### config.mk
export PLATFORM = sky130hd
export DESIGN_NAME = ssnu_core
export DESIGN_NICKNAME = d
export VERILOG_FILES = /design/src/core/ssnu_pkg.sv /design/src/core/ssnu_core.sv
export SDC_FILE = /design/constraint.sdc
export NUM_CORES = 1
export LEC_CHECK = 0
export BUFFER_PORTS_ARGS = -buffer_cell sky130_fd_sc_hd__buf_4
export CAP_MARGIN = 20
export CORE_ASPECT_RATIO = 0.8
export CORE_UTILIZATION = 41
export CTS_BUF_LIST = sky130_fd_sc_hd__clkbuf_16
export CTS_CLUSTER_DIAMETER = 200
export DETAILED_ROUTE_END_ITERATION = 16
export SYNTH_ARGS = -nofsm -noshare
export SYNTH_HDL_FRONTEND = slang
export SYNTH_SLANG_ARGS = --single-unit
### constraint.sdc
create_clock -name clk -period 2.65 [get_ports clk]
set_input_delay 0.265 -clock clk [delete_from_list [all_inputs] [get_ports clk]]
set_output_delay 0.265 -clock clk [all_outputs]
set_load 0.01 [all_outputs]
### src/core/ssnu_pkg.sv
// Constants shared by the serial add, shift and normalize unit
`default_nettype none
package ssnu_pkg;
  localparam int WORD_BITS = 24;
  localparam int ADDR_W    = 8;
  localparam int DATA_W    = 32;
  localparam int OPC_W     = 6;
  localparam int BIT_IDX_W = 5;

  // Bit-time indices, P1 is index zero and the least significant bit
  localparam logic [BIT_IDX_W-1:0] IDX_P1  = 5'h00;
  localparam logic [BIT_IDX_W-1:0] IDX_P2  = 5'h01;
  localparam logic [BIT_IDX_W-1:0] IDX_P23 = 5'h16;
  localparam logic [BIT_IDX_W-1:0] IDX_P24 = 5'h17;

  // Opcode bit positions (bit one of the opcode sits at position zero)
  localparam int OPC_B1 = 0;
  localparam int OPC_B2 = 1;
  localparam int OPC_B3 = 2;
  localparam int OPC_B4 = 3;
  localparam int OPC_B5 = 4;
  localparam int OPC_B6 = 5;

  // Register byte offsets
  localparam logic [ADDR_W-1:0] OFS_CTRL   = 8'h00;
  localparam logic [ADDR_W-1:0] OFS_STATUS = 8'h04;
  localparam logic [ADDR_W-1:0] OFS_REG_A  = 8'h08;
  localparam logic [ADDR_W-1:0] OFS_REG_B  = 8'h0c;
  localparam logic [ADDR_W-1:0] OFS_REG_C  = 8'h10;
  localparam logic [ADDR_W-1:0] OFS_LINE   = 8'h14;

  // Field positions
  localparam int CTRL_GO_BIT  = 8;
  localparam int LINE_SEL_LSB = 8;
  localparam int STAT_TIME_LSB = 8;

  // Values after reset
  localparam logic [OPC_W-1:0]     RST_OPC  = 6'h00;
  localparam logic [WORD_BITS-1:0] RST_WORD = 24'h000000;
  localparam logic [5:0]           RST_LINE = 6'h00;
  localparam logic [2:0]           RST_SEL  = 3'h0;

  typedef enum logic [1:0] {PH_IDLE, PH_LOOKUP, PH_WAIT, PH_RUN} ssnu_phase_e;
endpackage : ssnu_pkg
`default_nettype wire

### src/core/ssnu_core.sv
// Bit-serial add, subtract, normalize and left-shift datapath, APB slave
//
// Overview of operation
// - P24 in lookup sets run flag; lookup clears at P24 on match.
// - Adder sum is x XOR y XOR carry latch, every bit time.
// - In run, not P1/P24: carry sets on both ones, clears on both zeros.
// - Subtract feeds the inverted memory fetch bit to adder x.
// - Subtract presets carry at lookup P24 on address match.
// - Overflow sets at run P23 on sign-carry mismatch of add/subtract.
// - Arithmetic sum goes to A when opcode bit 2 clear, else B.
// - Double-length clears opcode bit 2 at first-word P24, keeps carry.
// - Single-word add/subtract leaves run at P24 after one word.
// - Normalize and shift go straight from lookup to run.
// - B delay bit follows B; B rewritten from it except at P2.
// - A delay bit follows A; A rewritten from it except P2, P23.
// - Link bit takes B written at P24, inserted into A at P2.
// - Normalize recirculates the A sign position at P23.
// - Normalize sets opcode bit 3 when A sign would change.
// - After termination A, B recirculate, C via adder until match.
// - C decrements only when selected line bit is zero.
// - Shifts feed C to adder y and rewrite C from the sum.
// - Plain and decrementing left shift share one logic path.
// - Shift and normalize end run at P24 once match flag set.
`default_nettype none
module ssnu_core (
  input  wire logic                        clk,
  input  wire logic                        rst,
  input  wire logic                        ce,
  input  wire logic                        psel,
  input  wire logic                        penable,
  input  wire logic                        pwrite,
  input  wire logic [ssnu_pkg::ADDR_W-1:0] paddr,
  input  wire logic [ssnu_pkg::DATA_W-1:0] pwdata,
  output var  logic [ssnu_pkg::DATA_W-1:0] prdata,
  output logic                             pready,
  output logic                             pslverr,
  input  wire logic                        memoryFetchBit,
  input  wire logic                        addressMatchFlag,
  output logic                             runPhaseFlag,
  output logic                             lookupPhaseFlag,
  output logic                             overflowFlag,
  output logic                             busy
);
  localparam int W = ssnu_pkg::WORD_BITS;

  ssnu_pkg::ssnu_phase_e      phase_q;
  ssnu_pkg::ssnu_phase_e      phase_d;
  logic [ssnu_pkg::BIT_IDX_W-1:0] bitIdx_q;
  logic [ssnu_pkg::OPC_W-1:0] opc_q;
  logic [W-1:0]               regA_q;
  logic [W-1:0]               regB_q;
  logic [W-1:0]               regC_q;
  logic [5:0]                 lineNum_q;
  logic [2:0]                 lineSel_q;
  logic                       pending_q;
  logic                       serialCinLatch_q;
  logic                       overflow_q;
  logic                       aDelayBit_q;
  logic                       bDelayBit_q;
  logic                       bToALinkBit_q;
  logic [ssnu_pkg::DATA_W-1:0] rdata_q;
  // Bit-time decode
  wire p1  = (bitIdx_q == ssnu_pkg::IDX_P1);
  wire p2  = (bitIdx_q == ssnu_pkg::IDX_P2);
  wire p23 = (bitIdx_q == ssnu_pkg::IDX_P23);
  wire p24 = (bitIdx_q == ssnu_pkg::IDX_P24);

  // Opcode decode
  wire o1 = opc_q[ssnu_pkg::OPC_B1];
  wire opcodeBit2 = opc_q[ssnu_pkg::OPC_B2];
  wire opcodeBit3 = opc_q[ssnu_pkg::OPC_B3];
  wire o4 = opc_q[ssnu_pkg::OPC_B4];
  wire o5 = opc_q[ssnu_pkg::OPC_B5];
  wire o6 = opc_q[ssnu_pkg::OPC_B6];
  wire isArith  = !o6 && !o5 && o4 && opcodeBit3;
  wire isSub    = isArith && o1;
  wire isShift  = !o6 && o5 && !o4 && !opcodeBit2;
  wire isNorm   = isShift && !o1;
  wire shiftAct = isShift && !opcodeBit3;

  // Phase flags
  wire lookupPhase = (phase_q == ssnu_pkg::PH_LOOKUP) ||
                     (phase_q == ssnu_pkg::PH_WAIT);
  wire runPhase    = (phase_q == ssnu_pkg::PH_WAIT) ||
                     (phase_q == ssnu_pkg::PH_RUN);
  wire inRun       = (phase_q == ssnu_pkg::PH_RUN);
  wire active      = (phase_q != ssnu_pkg::PH_IDLE);

  // Serial read bits
  wire aReadBit = regA_q[0];
  wire bReadBit = regB_q[0];
  wire cReadBit = regC_q[0];
  wire lineSelectFour = lineNum_q[lineSel_q];

  // Adder inputs; active shifts with the selected line bit zero add all ones above P1, i.e. minus one per word
  wire arithX = isSub ? !memoryFetchBit : memoryFetchBit;
  wire decX   = shiftAct && !lineSelectFour && !p1;
  wire adderXIn = isArith ? arithX : decX;
  wire adderYIn = isArith ? (opcodeBit2 ? bReadBit : aReadBit)
                          : (isShift && cReadBit);
  wire adderSum = adderXIn ^ adderYIn ^ serialCinLatch_q;
  wire carryWin   = inRun && !p1 && !p24;
  wire carrySet   = carryWin && adderXIn && adderYIn && !serialCinLatch_q;
  wire carryClr   = carryWin && !adderXIn && !adderYIn;
  wire subPreset  = lookupPhase && p24 && addressMatchFlag && isSub;
  // The low word of a double add writes B and never flags overflow
  wire ovfEvent   = p23 && inRun && isArith && !opcodeBit2 &&
                    ((!adderXIn && !adderYIn && serialCinLatch_q) ||
                     (adderXIn && adderYIn && !serialCinLatch_q));
  wire normStop   = inRun && isNorm && !opcodeBit3 && p23 &&
                    (aDelayBit_q != aReadBit);

  // Serial write bits
  logic aWriteBit;
  logic bWriteBit;
  logic cWriteBit;

  always_comb
  begin
    aWriteBit = aReadBit;
    bWriteBit = bReadBit;
    cWriteBit = cReadBit;
    if (inRun && isArith)
    begin
      if (opcodeBit2)
        bWriteBit = adderSum;
      else
        aWriteBit = adderSum;
    end
    if (inRun && shiftAct)
    begin
      if (p2)
        aWriteBit = bToALinkBit_q;
      else if (p23)
        aWriteBit = aReadBit;
      else
        aWriteBit = aDelayBit_q;
      bWriteBit = p2 ? 1'b0 : bDelayBit_q;
    end
    // After termination only C keeps flowing through the adder
    if (inRun && isShift)
      cWriteBit = adderSum;
  end

  // Phase sequencing, evaluated at the word boundary only
  always_comb
  begin
    phase_d = phase_q;
    case (phase_q)
      ssnu_pkg::PH_IDLE:
        if (p24 && pending_q)
          phase_d = ssnu_pkg::PH_LOOKUP;
      ssnu_pkg::PH_LOOKUP:
        if (p24)
        begin
          if (isShift || addressMatchFlag)
            phase_d = ssnu_pkg::PH_RUN;
          else
            phase_d = ssnu_pkg::PH_WAIT;
        end
      ssnu_pkg::PH_WAIT:
        if (p24 && addressMatchFlag)
          phase_d = ssnu_pkg::PH_RUN;
      ssnu_pkg::PH_RUN:
        if (p24)
        begin
          if (isArith && !opcodeBit2)
            phase_d = ssnu_pkg::PH_IDLE;
          else if (isShift && addressMatchFlag)
            phase_d = ssnu_pkg::PH_IDLE;
        end
      default:
        phase_d = ssnu_pkg::PH_IDLE;
    endcase
  end

  // APB decode
  wire apbAccess = psel && penable && ce;
  wire apbSetup  = psel && !penable && ce;
  wire hitCtrl   = (paddr == ssnu_pkg::OFS_CTRL);
  wire hitStat   = (paddr == ssnu_pkg::OFS_STATUS);
  wire hitA      = (paddr == ssnu_pkg::OFS_REG_A);
  wire hitB      = (paddr == ssnu_pkg::OFS_REG_B);
  wire hitC      = (paddr == ssnu_pkg::OFS_REG_C);
  wire hitLine   = (paddr == ssnu_pkg::OFS_LINE);
  wire mapped    = hitCtrl || hitStat || hitA || hitB || hitC || hitLine;
  wire wrEn      = apbAccess && pwrite && mapped;
  wire idleWr    = wrEn && !active && !pending_q;
  wire startCmd  = idleWr && hitCtrl && pwdata[ssnu_pkg::CTRL_GO_BIT];

  wire [ssnu_pkg::DATA_W-1:0] statusWord =
    {19'h00000, bitIdx_q, 4'h0, busy, overflow_q, lookupPhase, runPhase};
  wire [ssnu_pkg::DATA_W-1:0] readMux =
    hitCtrl ? {26'h0000000, opc_q} :
    hitStat ? statusWord :
    hitA    ? {8'h00, regA_q} :
    hitB    ? {8'h00, regB_q} :
    hitC    ? {8'h00, regC_q} :
    hitLine ? {21'h000000, lineSel_q, 2'h0, lineNum_q} :
              32'h00000000;

  assign pready          = ce;
  assign pslverr         = psel && penable && !mapped;
  assign prdata          = rdata_q;
  assign runPhaseFlag    = runPhase;
  assign lookupPhaseFlag = lookupPhase;
  assign overflowFlag    = overflow_q;
  assign busy            = active || pending_q;

  // Bit-time counter runs free so word boundaries stay fixed
  always_ff @(posedge clk)
  begin
    if (rst)
      bitIdx_q <= ssnu_pkg::IDX_P1;
    else if (ce)
      bitIdx_q <= p24 ? ssnu_pkg::IDX_P1
                      : bitIdx_q + 5'h01;
  end
  always_ff @(posedge clk)
  begin
    if (rst)
      phase_q <= ssnu_pkg::PH_IDLE;
    else if (ce)
      phase_q <= phase_d;
  end

  // Commands start on a word boundary so registers end aligned
  always_ff @(posedge clk)
  begin
    if (rst)
      pending_q <= 1'b0;
    else if (ce)
      pending_q <= startCmd || (pending_q && !p24);
  end
  always_ff @(posedge clk)
  begin
    if (rst)
      opc_q <= ssnu_pkg::RST_OPC;
    else if (ce)
    begin
      if (idleWr && hitCtrl)
        opc_q <= pwdata[ssnu_pkg::OPC_W-1:0];
      if (inRun && isArith && opcodeBit2 && p24)
        opc_q[ssnu_pkg::OPC_B2] <= 1'b0;
      if (normStop)
        opc_q[ssnu_pkg::OPC_B3] <= 1'b1;
    end
  end

  // Carry is left alone at P24 of an add/subtract run so double words chain
  always_ff @(posedge clk)
  begin
    if (rst)
      serialCinLatch_q <= 1'b0;
    else if (ce)
    begin
      if (startCmd)
        serialCinLatch_q <= 1'b0;
      else if (subPreset)
        serialCinLatch_q <= 1'b1;
      else if (lookupPhase)
        serialCinLatch_q <= 1'b0;
      else if (inRun && isShift && p24)
        serialCinLatch_q <= 1'b0;
      else if (carrySet)
        serialCinLatch_q <= 1'b1;
      else if (carryClr)
        serialCinLatch_q <= 1'b0;
    end
  end

  // Set wins over the clear from a new command
  always_ff @(posedge clk)
  begin
    if (rst)
      overflow_q <= 1'b0;
    else if (ce)
    begin
      if (ovfEvent)
        overflow_q <= 1'b1;
      else if (startCmd)
        overflow_q <= 1'b0;
    end
  end
  always_ff @(posedge clk)
  begin
    if (rst)
    begin
      aDelayBit_q   <= 1'b0;
      bDelayBit_q   <= 1'b0;
      bToALinkBit_q <= 1'b0;
    end
    else if (ce)
    begin
      if (inRun && isShift)
      begin
        aDelayBit_q <= aReadBit;
        bDelayBit_q <= bReadBit;
      end
      if (active && isShift && p24)
        bToALinkBit_q <= bWriteBit;
    end
  end

  // Circulating registers move only while a command owns them
  always_ff @(posedge clk)
  begin
    if (rst)
    begin
      regA_q <= ssnu_pkg::RST_WORD;
      regB_q <= ssnu_pkg::RST_WORD;
      regC_q <= ssnu_pkg::RST_WORD;
    end
    else if (ce)
    begin
      if (active)
      begin
        regA_q <= {aWriteBit, regA_q[W-1:1]};
        regB_q <= {bWriteBit, regB_q[W-1:1]};
        regC_q <= {cWriteBit, regC_q[W-1:1]};
      end
      else if (idleWr)
      begin
        if (hitA)
          regA_q <= pwdata[W-1:0];
        if (hitB)
          regB_q <= pwdata[W-1:0];
        if (hitC)
          regC_q <= pwdata[W-1:0];
      end
    end
  end
  always_ff @(posedge clk)
  begin
    if (rst)
    begin
      lineNum_q <= ssnu_pkg::RST_LINE;
      lineSel_q <= ssnu_pkg::RST_SEL;
    end
    else if (idleWr && hitLine)
    begin
      lineNum_q <= pwdata[5:0];
      lineSel_q <= pwdata[ssnu_pkg::LINE_SEL_LSB+2:ssnu_pkg::LINE_SEL_LSB];
    end
  end

  // Read data is captured in the setup cycle
  always_ff @(posedge clk)
  begin
    if (rst)
      rdata_q <= 32'h00000000;
    else if (apbSetup)
      rdata_q <= readMux;
  end
endmodule : ssnu_core
`default_nettype wire

==> metrics.cfg, run 1 <==
[min_path]
min_path_type=input port to flop
min-delay-start=pwdata[10]
whs_endpoint=lineSel_q[2]$_SDFFE_PP0P_
whs_path_depth=3

[floorplanning]
die_y_um=115
start_util_pct=42.8
core_um2=15300
io-pin-count=86
fp.dieArea_um2=16500
row_count=40
fp.dieW_um=143

[worst_setup_path]
critPathMaxFanout=3
cp.arrival_ns=2.81
worst-r2r-cell-count=12
crit_chain=inv_2 -> ha_2 -> or4b_4 -> o311ai_2 -> a211o_1 -> and2_4 -> ha_4 -> xor2_2 -> mux2i_1 -> nor2_1 -> o311ai_1 -> a21oi_1
crit_required_ns=2.93
critPathMaxStageDelay_ns=0.49
reg2reg_from=bitIdx_q[1]$_SDFFE_PP0P_
r2r_slack_ns=0.12
worstSetupPathType=flop to flop
rr_endpoint=regA_q[23]$_SDFFE_PP0P_
crit_slowest_cell=or4b_4
critPathCaptureType=flop
cp-start-kind=flop

[detailed_routing]
avgViaCountPerCell=5.76
firstDrtPassIters=5
drt_iter0_drc=494
wirelength_mm=19.1
drc=0
routed-via-count=5990
antenna_left=0
wl_per_cell_um=18.4

[yosys]
syn_inst=749
avgSynthCellArea_um2=8.75
seq_area_frac_synth_pct=37.9
synth-seq-cells=124
synth_warnings=0
synth_largest_area_cell=dfxtp_1
synth_most_common_cell=nor2_1
netlist_area_um2=6550
synth_edf_count=0
yosys.area.top_type_share_pct=37.9
synth_ff_type=dfxtp_1
synthTopCellsByArea=dfxtp_1 (38%), mux2i_1 (14%), nor2_1 (7.4%)
synth_cell_type_count=63
synth_common_cells=nor2_1 (130), dfxtp_1 (124), mux2i_1 (94)
async_reset_ff_share_pct=0

[layout]
drive_gt1_share_pct=21.2
final_area_um2=7970
instances_no_fill=1040
nets=877
syn_to_final_growth_pct=21.6
final_core_util_pct=52.0
antenna_cells=0

[cts]
clock_latency_ns=0.43
clock_sinks=124
root_buffer=clkbuf_16
clkTransAtPathRegs_ns=0.06
cts_made_buffers=17
cts_tree=done
cts_hold_repair.buffers=0
cts.htree.levels=4
ctsLongestPathBuffers=2

[power_and_ir_drop]
p_leak_nw=3.45
total_power_mw=4.22
ir_drop_mv=0.479
power_density_nw_per_um2=529

[sta]
skew_ns=0.00680
final-setup-viol-count=0
fin_crit_ns=2.53
hold_violations=0
worstMarginPinSlew_ns=0.809
fin_crit_sh_pct=95.4
max_freq_mhz=395
max-slew-margin-rel_pct=46.1
holdWs_ns=0.123
final_max_slew_viol_count=0

[placement]
placedCellCount=1009
hpwl_mm=13.3
io_buffers=69
gp_congestion=0.919
place_area_um2=7410

[grt]
antenna_found_initial=0
grt_max_degree=78
grt-ovfl-total=0
track_usage_pct=24.6
grt_pass1_wl_mm=30.8
first_global_vias=5766

[flow_run]
drv_cap=0

[run_status]
status=completed

-- registers in the layout, summed over array words and instances, names as in the netlist --
name              flops
prdata               24
lineNum_q             6
lineSel_q             3
serialCinLatch_q      1
aDelayBit_q           1
phase_q               2
regB_q               24
opc_q                 6
bitIdx_q              5
regC_q               24
overflowFlag          1
regA_q               24
bToALinkBit_q         1
pending_q             1
bDelayBit_q           1
-- through the flow --
step / setup TNS (ns) / worst slack [ns]
2_1_floorplan: 0 / 0.116
6_report: 0 / 0.121
3_5_place_dp: -0.225 / -0.0872
5_1_grt: -0.00663 / -0.00663
3_3_place_gp: -0.0127 / -0.0127
4_1_cts: 0 / 0.0662
-- area by class of cell --
type	instances	area (um2)
Clock buffer	17	425
Clock inverter	13	87.6
Fill cell	1450	7350
Inverter	13	48.8
Multi-Input combinational cell	552	3770
Sequential cell	124	2480
Tap cell	210	263
Timing Repair Buffer	111	883
-- placed cells by master (no fill, tap or decap), types with 6 or more instances in the layout --
cell type | Yosys | layout
a211oi_1 | 58 | 58
dfxtp_1 | 124 | 122
nor2_1 | 130 | 129
nand3_1 | 9 | 9
a21oi_1 | 45 | 45
nor3_1 | 17 | 17
inv_1 | 13 | 13
clkbuf_16 | 0 | 17
nand2b_1 | 6 | 6
o41ai_1 | 10 | 10
o21ai_0 | 20 | 19
conb_1 | 1 | 8
nand2_1 | 46 | 46
a221oi_1 | 6 | 6
ha_1 | 10 | 7
mux2i_1 | 94 | 94
a211oi_2 | 15 | 15
buf_4 | 16 | 107
-- routing by layer --
layer / global-route usage (%) / vias up / wire (um)
met5: 0 / - / 0
met4: 9.36 / 0 / 432
met3: 6.71 / 39 / 1180
met2: 36.4 / 204 / 8330
met1: 33.9 / 2890 / 9210
li1: - / 2857 / -
-- cell families after synthesis --
family                   after synthesis  share of synthesized area (%)
XOR/XNOR                               4                          0.535
AND/OR/NAND/NOR                      246                           17.9
adder cells (fa/ha/maj)               10                           1.91
AO/OA/AOI/OAI                        189                           21.0
multiplexers                          95                           14.7
flip-flops                           124                           37.9
buffers and inverters                 80                           6.01
other                                  1                         0.0572
-- worst max-delay path: cells and delay by family (launching register included) --
kind                     cells  cell delay (ns)
adder cells (fa/ha/maj)      2             0.35
buffers and inverters        1             0.05
XOR/XNOR                     1             0.15
AND/OR/NAND/NOR              3             0.71
multiplexers                 1             0.16
flip-flops                   1             0.33
AO/OA/AOI/OAI                4             0.63
-- how the worst max path moves through the flow --
stage	from	slack (ns)	depth (start not counted)	to
global placement	bitIdx_q[0]$_SDFFE_PP0P_	-0.01	12	regA_q[23]$_SDFFE_PP0P_
global route	bitIdx_q[1]$_SDFFE_PP0P_	-0.007	12	regA_q[23]$_SDFFE_PP0P_
floorplan	bitIdx_q[0]$_SDFFE_PP0P_	0.12	12	regA_q[23]$_SDFFE_PP0P_
CTS	bitIdx_q[1]$_SDFFE_PP0P_	0.07	12	regA_q[23]$_SDFFE_PP0P_
finish	bitIdx_q[1]$_SDFFE_PP0P_	0.12	12	regA_q[23]$_SDFFE_PP0P_
detailed placement	bitIdx_q[1]$_SDFFE_PP0P_	-0.09	12	regA_q[23]$_SDFFE_PP0P_
-- repair_timing --
item                       in CTS  in global routing
buffers inserted                0                  1
setup endpoints to repair       4                  4
pin swaps                       0                  3
resized for setup               1                 11
-- where the power goes --
group	leakage (nW)	switching (mW)	internal, mW
clock network	0.256	0.840	1.24
logic	2.20	0.159	0.0997
registers	1.00	0.00274	1.87
total	3.45	1.00	3.21
Power figures use the tool's default switching activity.
==> run 2, diff against run 1 <==
Settings changed: BUFFER_PORTS_ARGS -buffer_cell sky130_fd_sc_hd__buf_4 to -buffer_cell sky130_fd_sc_hd__buf_2.
==> run 2 against run 1 <==
Effect of this change:
- combinational power down 8.5%
- via count down 2.1%
- sequential cell count stayed put
- worst setup slack lost 0.0065 ns
- global-route usage is 0.33 points lower
- critical path type unchanged
- clock power decreased by 8%
- critical path depth did not move
==> metrics.cfg, run 2 (synthesis gave the netlist of run 1 again) <==
[run_status]
status=completed

[grt]
grt_pass1_wl_mm=30.4
grt_max_degree=79
track_usage_pct=24.2
first_global_vias=5747
grt-ovfl-total=0
antenna_found_initial=0

[layout]
fillCellCount=1495
antenna_cells=0
nets=879
instances_no_fill=1040
drive_gt1_share_pct=20.4
layout_common_cells=nor2_1 (129), dfxtp_1 (123), mux2i_1 (94)
syn_to_final_growth_pct=18.7
multi_input_area_um2=3770
seq_area_um2=2480
final_common_cell=nor2_1

[cts]
ctsLongestPathBuffers=2
cts.htree.levels=4
clkTransAtPathRegs_ns=0.05
cts_made_buffers=17
clock_latency_ns=0.41
root_buffer=clkbuf_16
clock_sinks=124
cts_tree=done

[floorplanning]
row_count=40
fp.dieW_um=143
die_y_um=115
start_util_pct=42.8
core_um2=15300
fp.dieArea_um2=16500
io-pin-count=86

[sta]
hold_violations=0
final-setup-viol-count=0
fin_crit_ns=2.54
skew_ns=0.00546
worst_slack_ns=0.114
tns_ns=0
fin_crit_sh_pct=95.7
final_max_slew_viol_count=0
holdWs_ns=0.155
max_freq_mhz=394
worstMarginPinSlew_ns=0.813
max-slew-margin-rel_pct=45.8

[power_and_ir_drop]
power_density_nw_per_um2=517
pwr-share-comb_pct=5.9
pwr-share-seq_pct=46.6
p_clk_share_pct=47.5
swShare_pct=23.3
switchingPower_mw=0.938
p_leak_nw=3.42
ir_drop_mv=0.402
p_int_mw=3.08

[worst_setup_path]
critPathCaptureType=flop
crit_chain=inv_1 -> ha_1 -> or4b_4 -> o311ai_2 -> a211o_1 -> and2_4 -> ha_4 -> xor2_2 -> mux2i_1 -> nor2_1 -> o311ai_1 -> a21oi_1
crit_slowest_cell=or4b_4
cp-start-kind=flop
critPathMaxStageDelay_ns=0.50
crit_required_ns=2.93
cp.arrival_ns=2.82
critPathMaxFanout=3
worstSetupPathType=flop to flop
worst-r2r-cell-count=12

[placement]
hpwl_mm=13.5
pre_cts_slack_ns=-0.120
placedCellCount=1011
io_buffers=69
gp_congestion=0.882

[min_path]
whs_path_depth=3
min_path_type=input port to flop

[detailed_routing]
firstDrtPassIters=5
routed-via-count=5863
drt_iter0_drc=373
avgViaCountPerCell=5.64
drc=0
antenna_left=0
wl_per_cell_um=18.1
wirelength_mm=18.8

[flow_run]
drv_cap=0

## run 2: cell count changes in the layout (fill, tap and decap cells not counted), sizes merged
cell      delta
buf          +2
clkinvlp     -2
inv          +2
bufinv       -1
clkinv       -1
## run 2: through the flow
step           utilization (%)  area (um2)  total power [mW]
5_1_grt                   50.8        7780              4.16
4_1_cts                   50.6        7750              4.06
6_report                  50.8        7780              4.02
2_1_floorplan                -        6580              2.05
3_3_place_gp              47.4        7270              2.14
3_5_place_dp              47.4        7270              2.15
## run 2: cell type report
cell class	count	share of cell area [%]
multi-input cells	552	48.5
flip-flops and latches	124	31.9
inverters	13	0.627
well taps	210	3.38
clock inverters	11	0.563
repair buffers	113	9.52
clock buffers	17	5.47
## run 2: power by group through the flow
| stage | Clock (mW) | Combinational [mW] | Sequential [mW] |
|---|---|---|---|
| floorplan | 0 | 0.133 | 1.91 |
| global placement | 0 | 0.230 | 1.91 |
| detailed placement | 0 | 0.234 | 1.91 |
| CTS | 1.95 | 0.236 | 1.87 |
| global route | 2.03 | 0.261 | 1.87 |
| finish | 1.91 | 0.237 | 1.87 |
## run 2: worst paths after layout
kind	slack, ns	startpoint	endpoint
setup / recovery	0.11	bitIdx_q[0]$_SDFFE_PP0P_	regA_q[23]$_SDFFE_PP0P_
hold reg to reg	0.45	prdata[22]$_SDFFE_PP0P_	prdata[22]$_SDFFE_PP0P_
setup reg to reg	0.11	bitIdx_q[0]$_SDFFE_PP0P_	regA_q[23]$_SDFFE_PP0P_
hold / removal	0.15	pwdata[3]	opc_q[3]$_SDFFE_PP0P_
## run 2: worst max-delay path: cells and delay by family (launching register included)
kind | cells | cell delay [ns]
compound gates | 4 | 0.66
fa+ha+maj | 2 | 0.34
buf+inv | 1 | 0.07
simple gates | 3 | 0.73
xor+xnor | 1 | 0.15
mux | 1 | 0.14
flops | 1 | 0.31
## run 2: per-layer routing
| metal | global-route usage (%) | wire, um |
|---|---|---|
| met2 | 37.2 | 8380 |
| met5 | 0 | 0 |
| met1 | 33.6 | 9040 |
| met4 | 7.16 | 196 |
| met3 | 6.00 | 1180 |
## run 2: what timing repair did
action / 4_1_cts / 5_1_grt
hold buffers: 0 / 0
hold endpoints to repair: 0 / 0
setup endpoints to repair: 4 / 4
pin swaps: 1 / 3
setup buffers: 1 / 0
resized for setup: 2 / 6
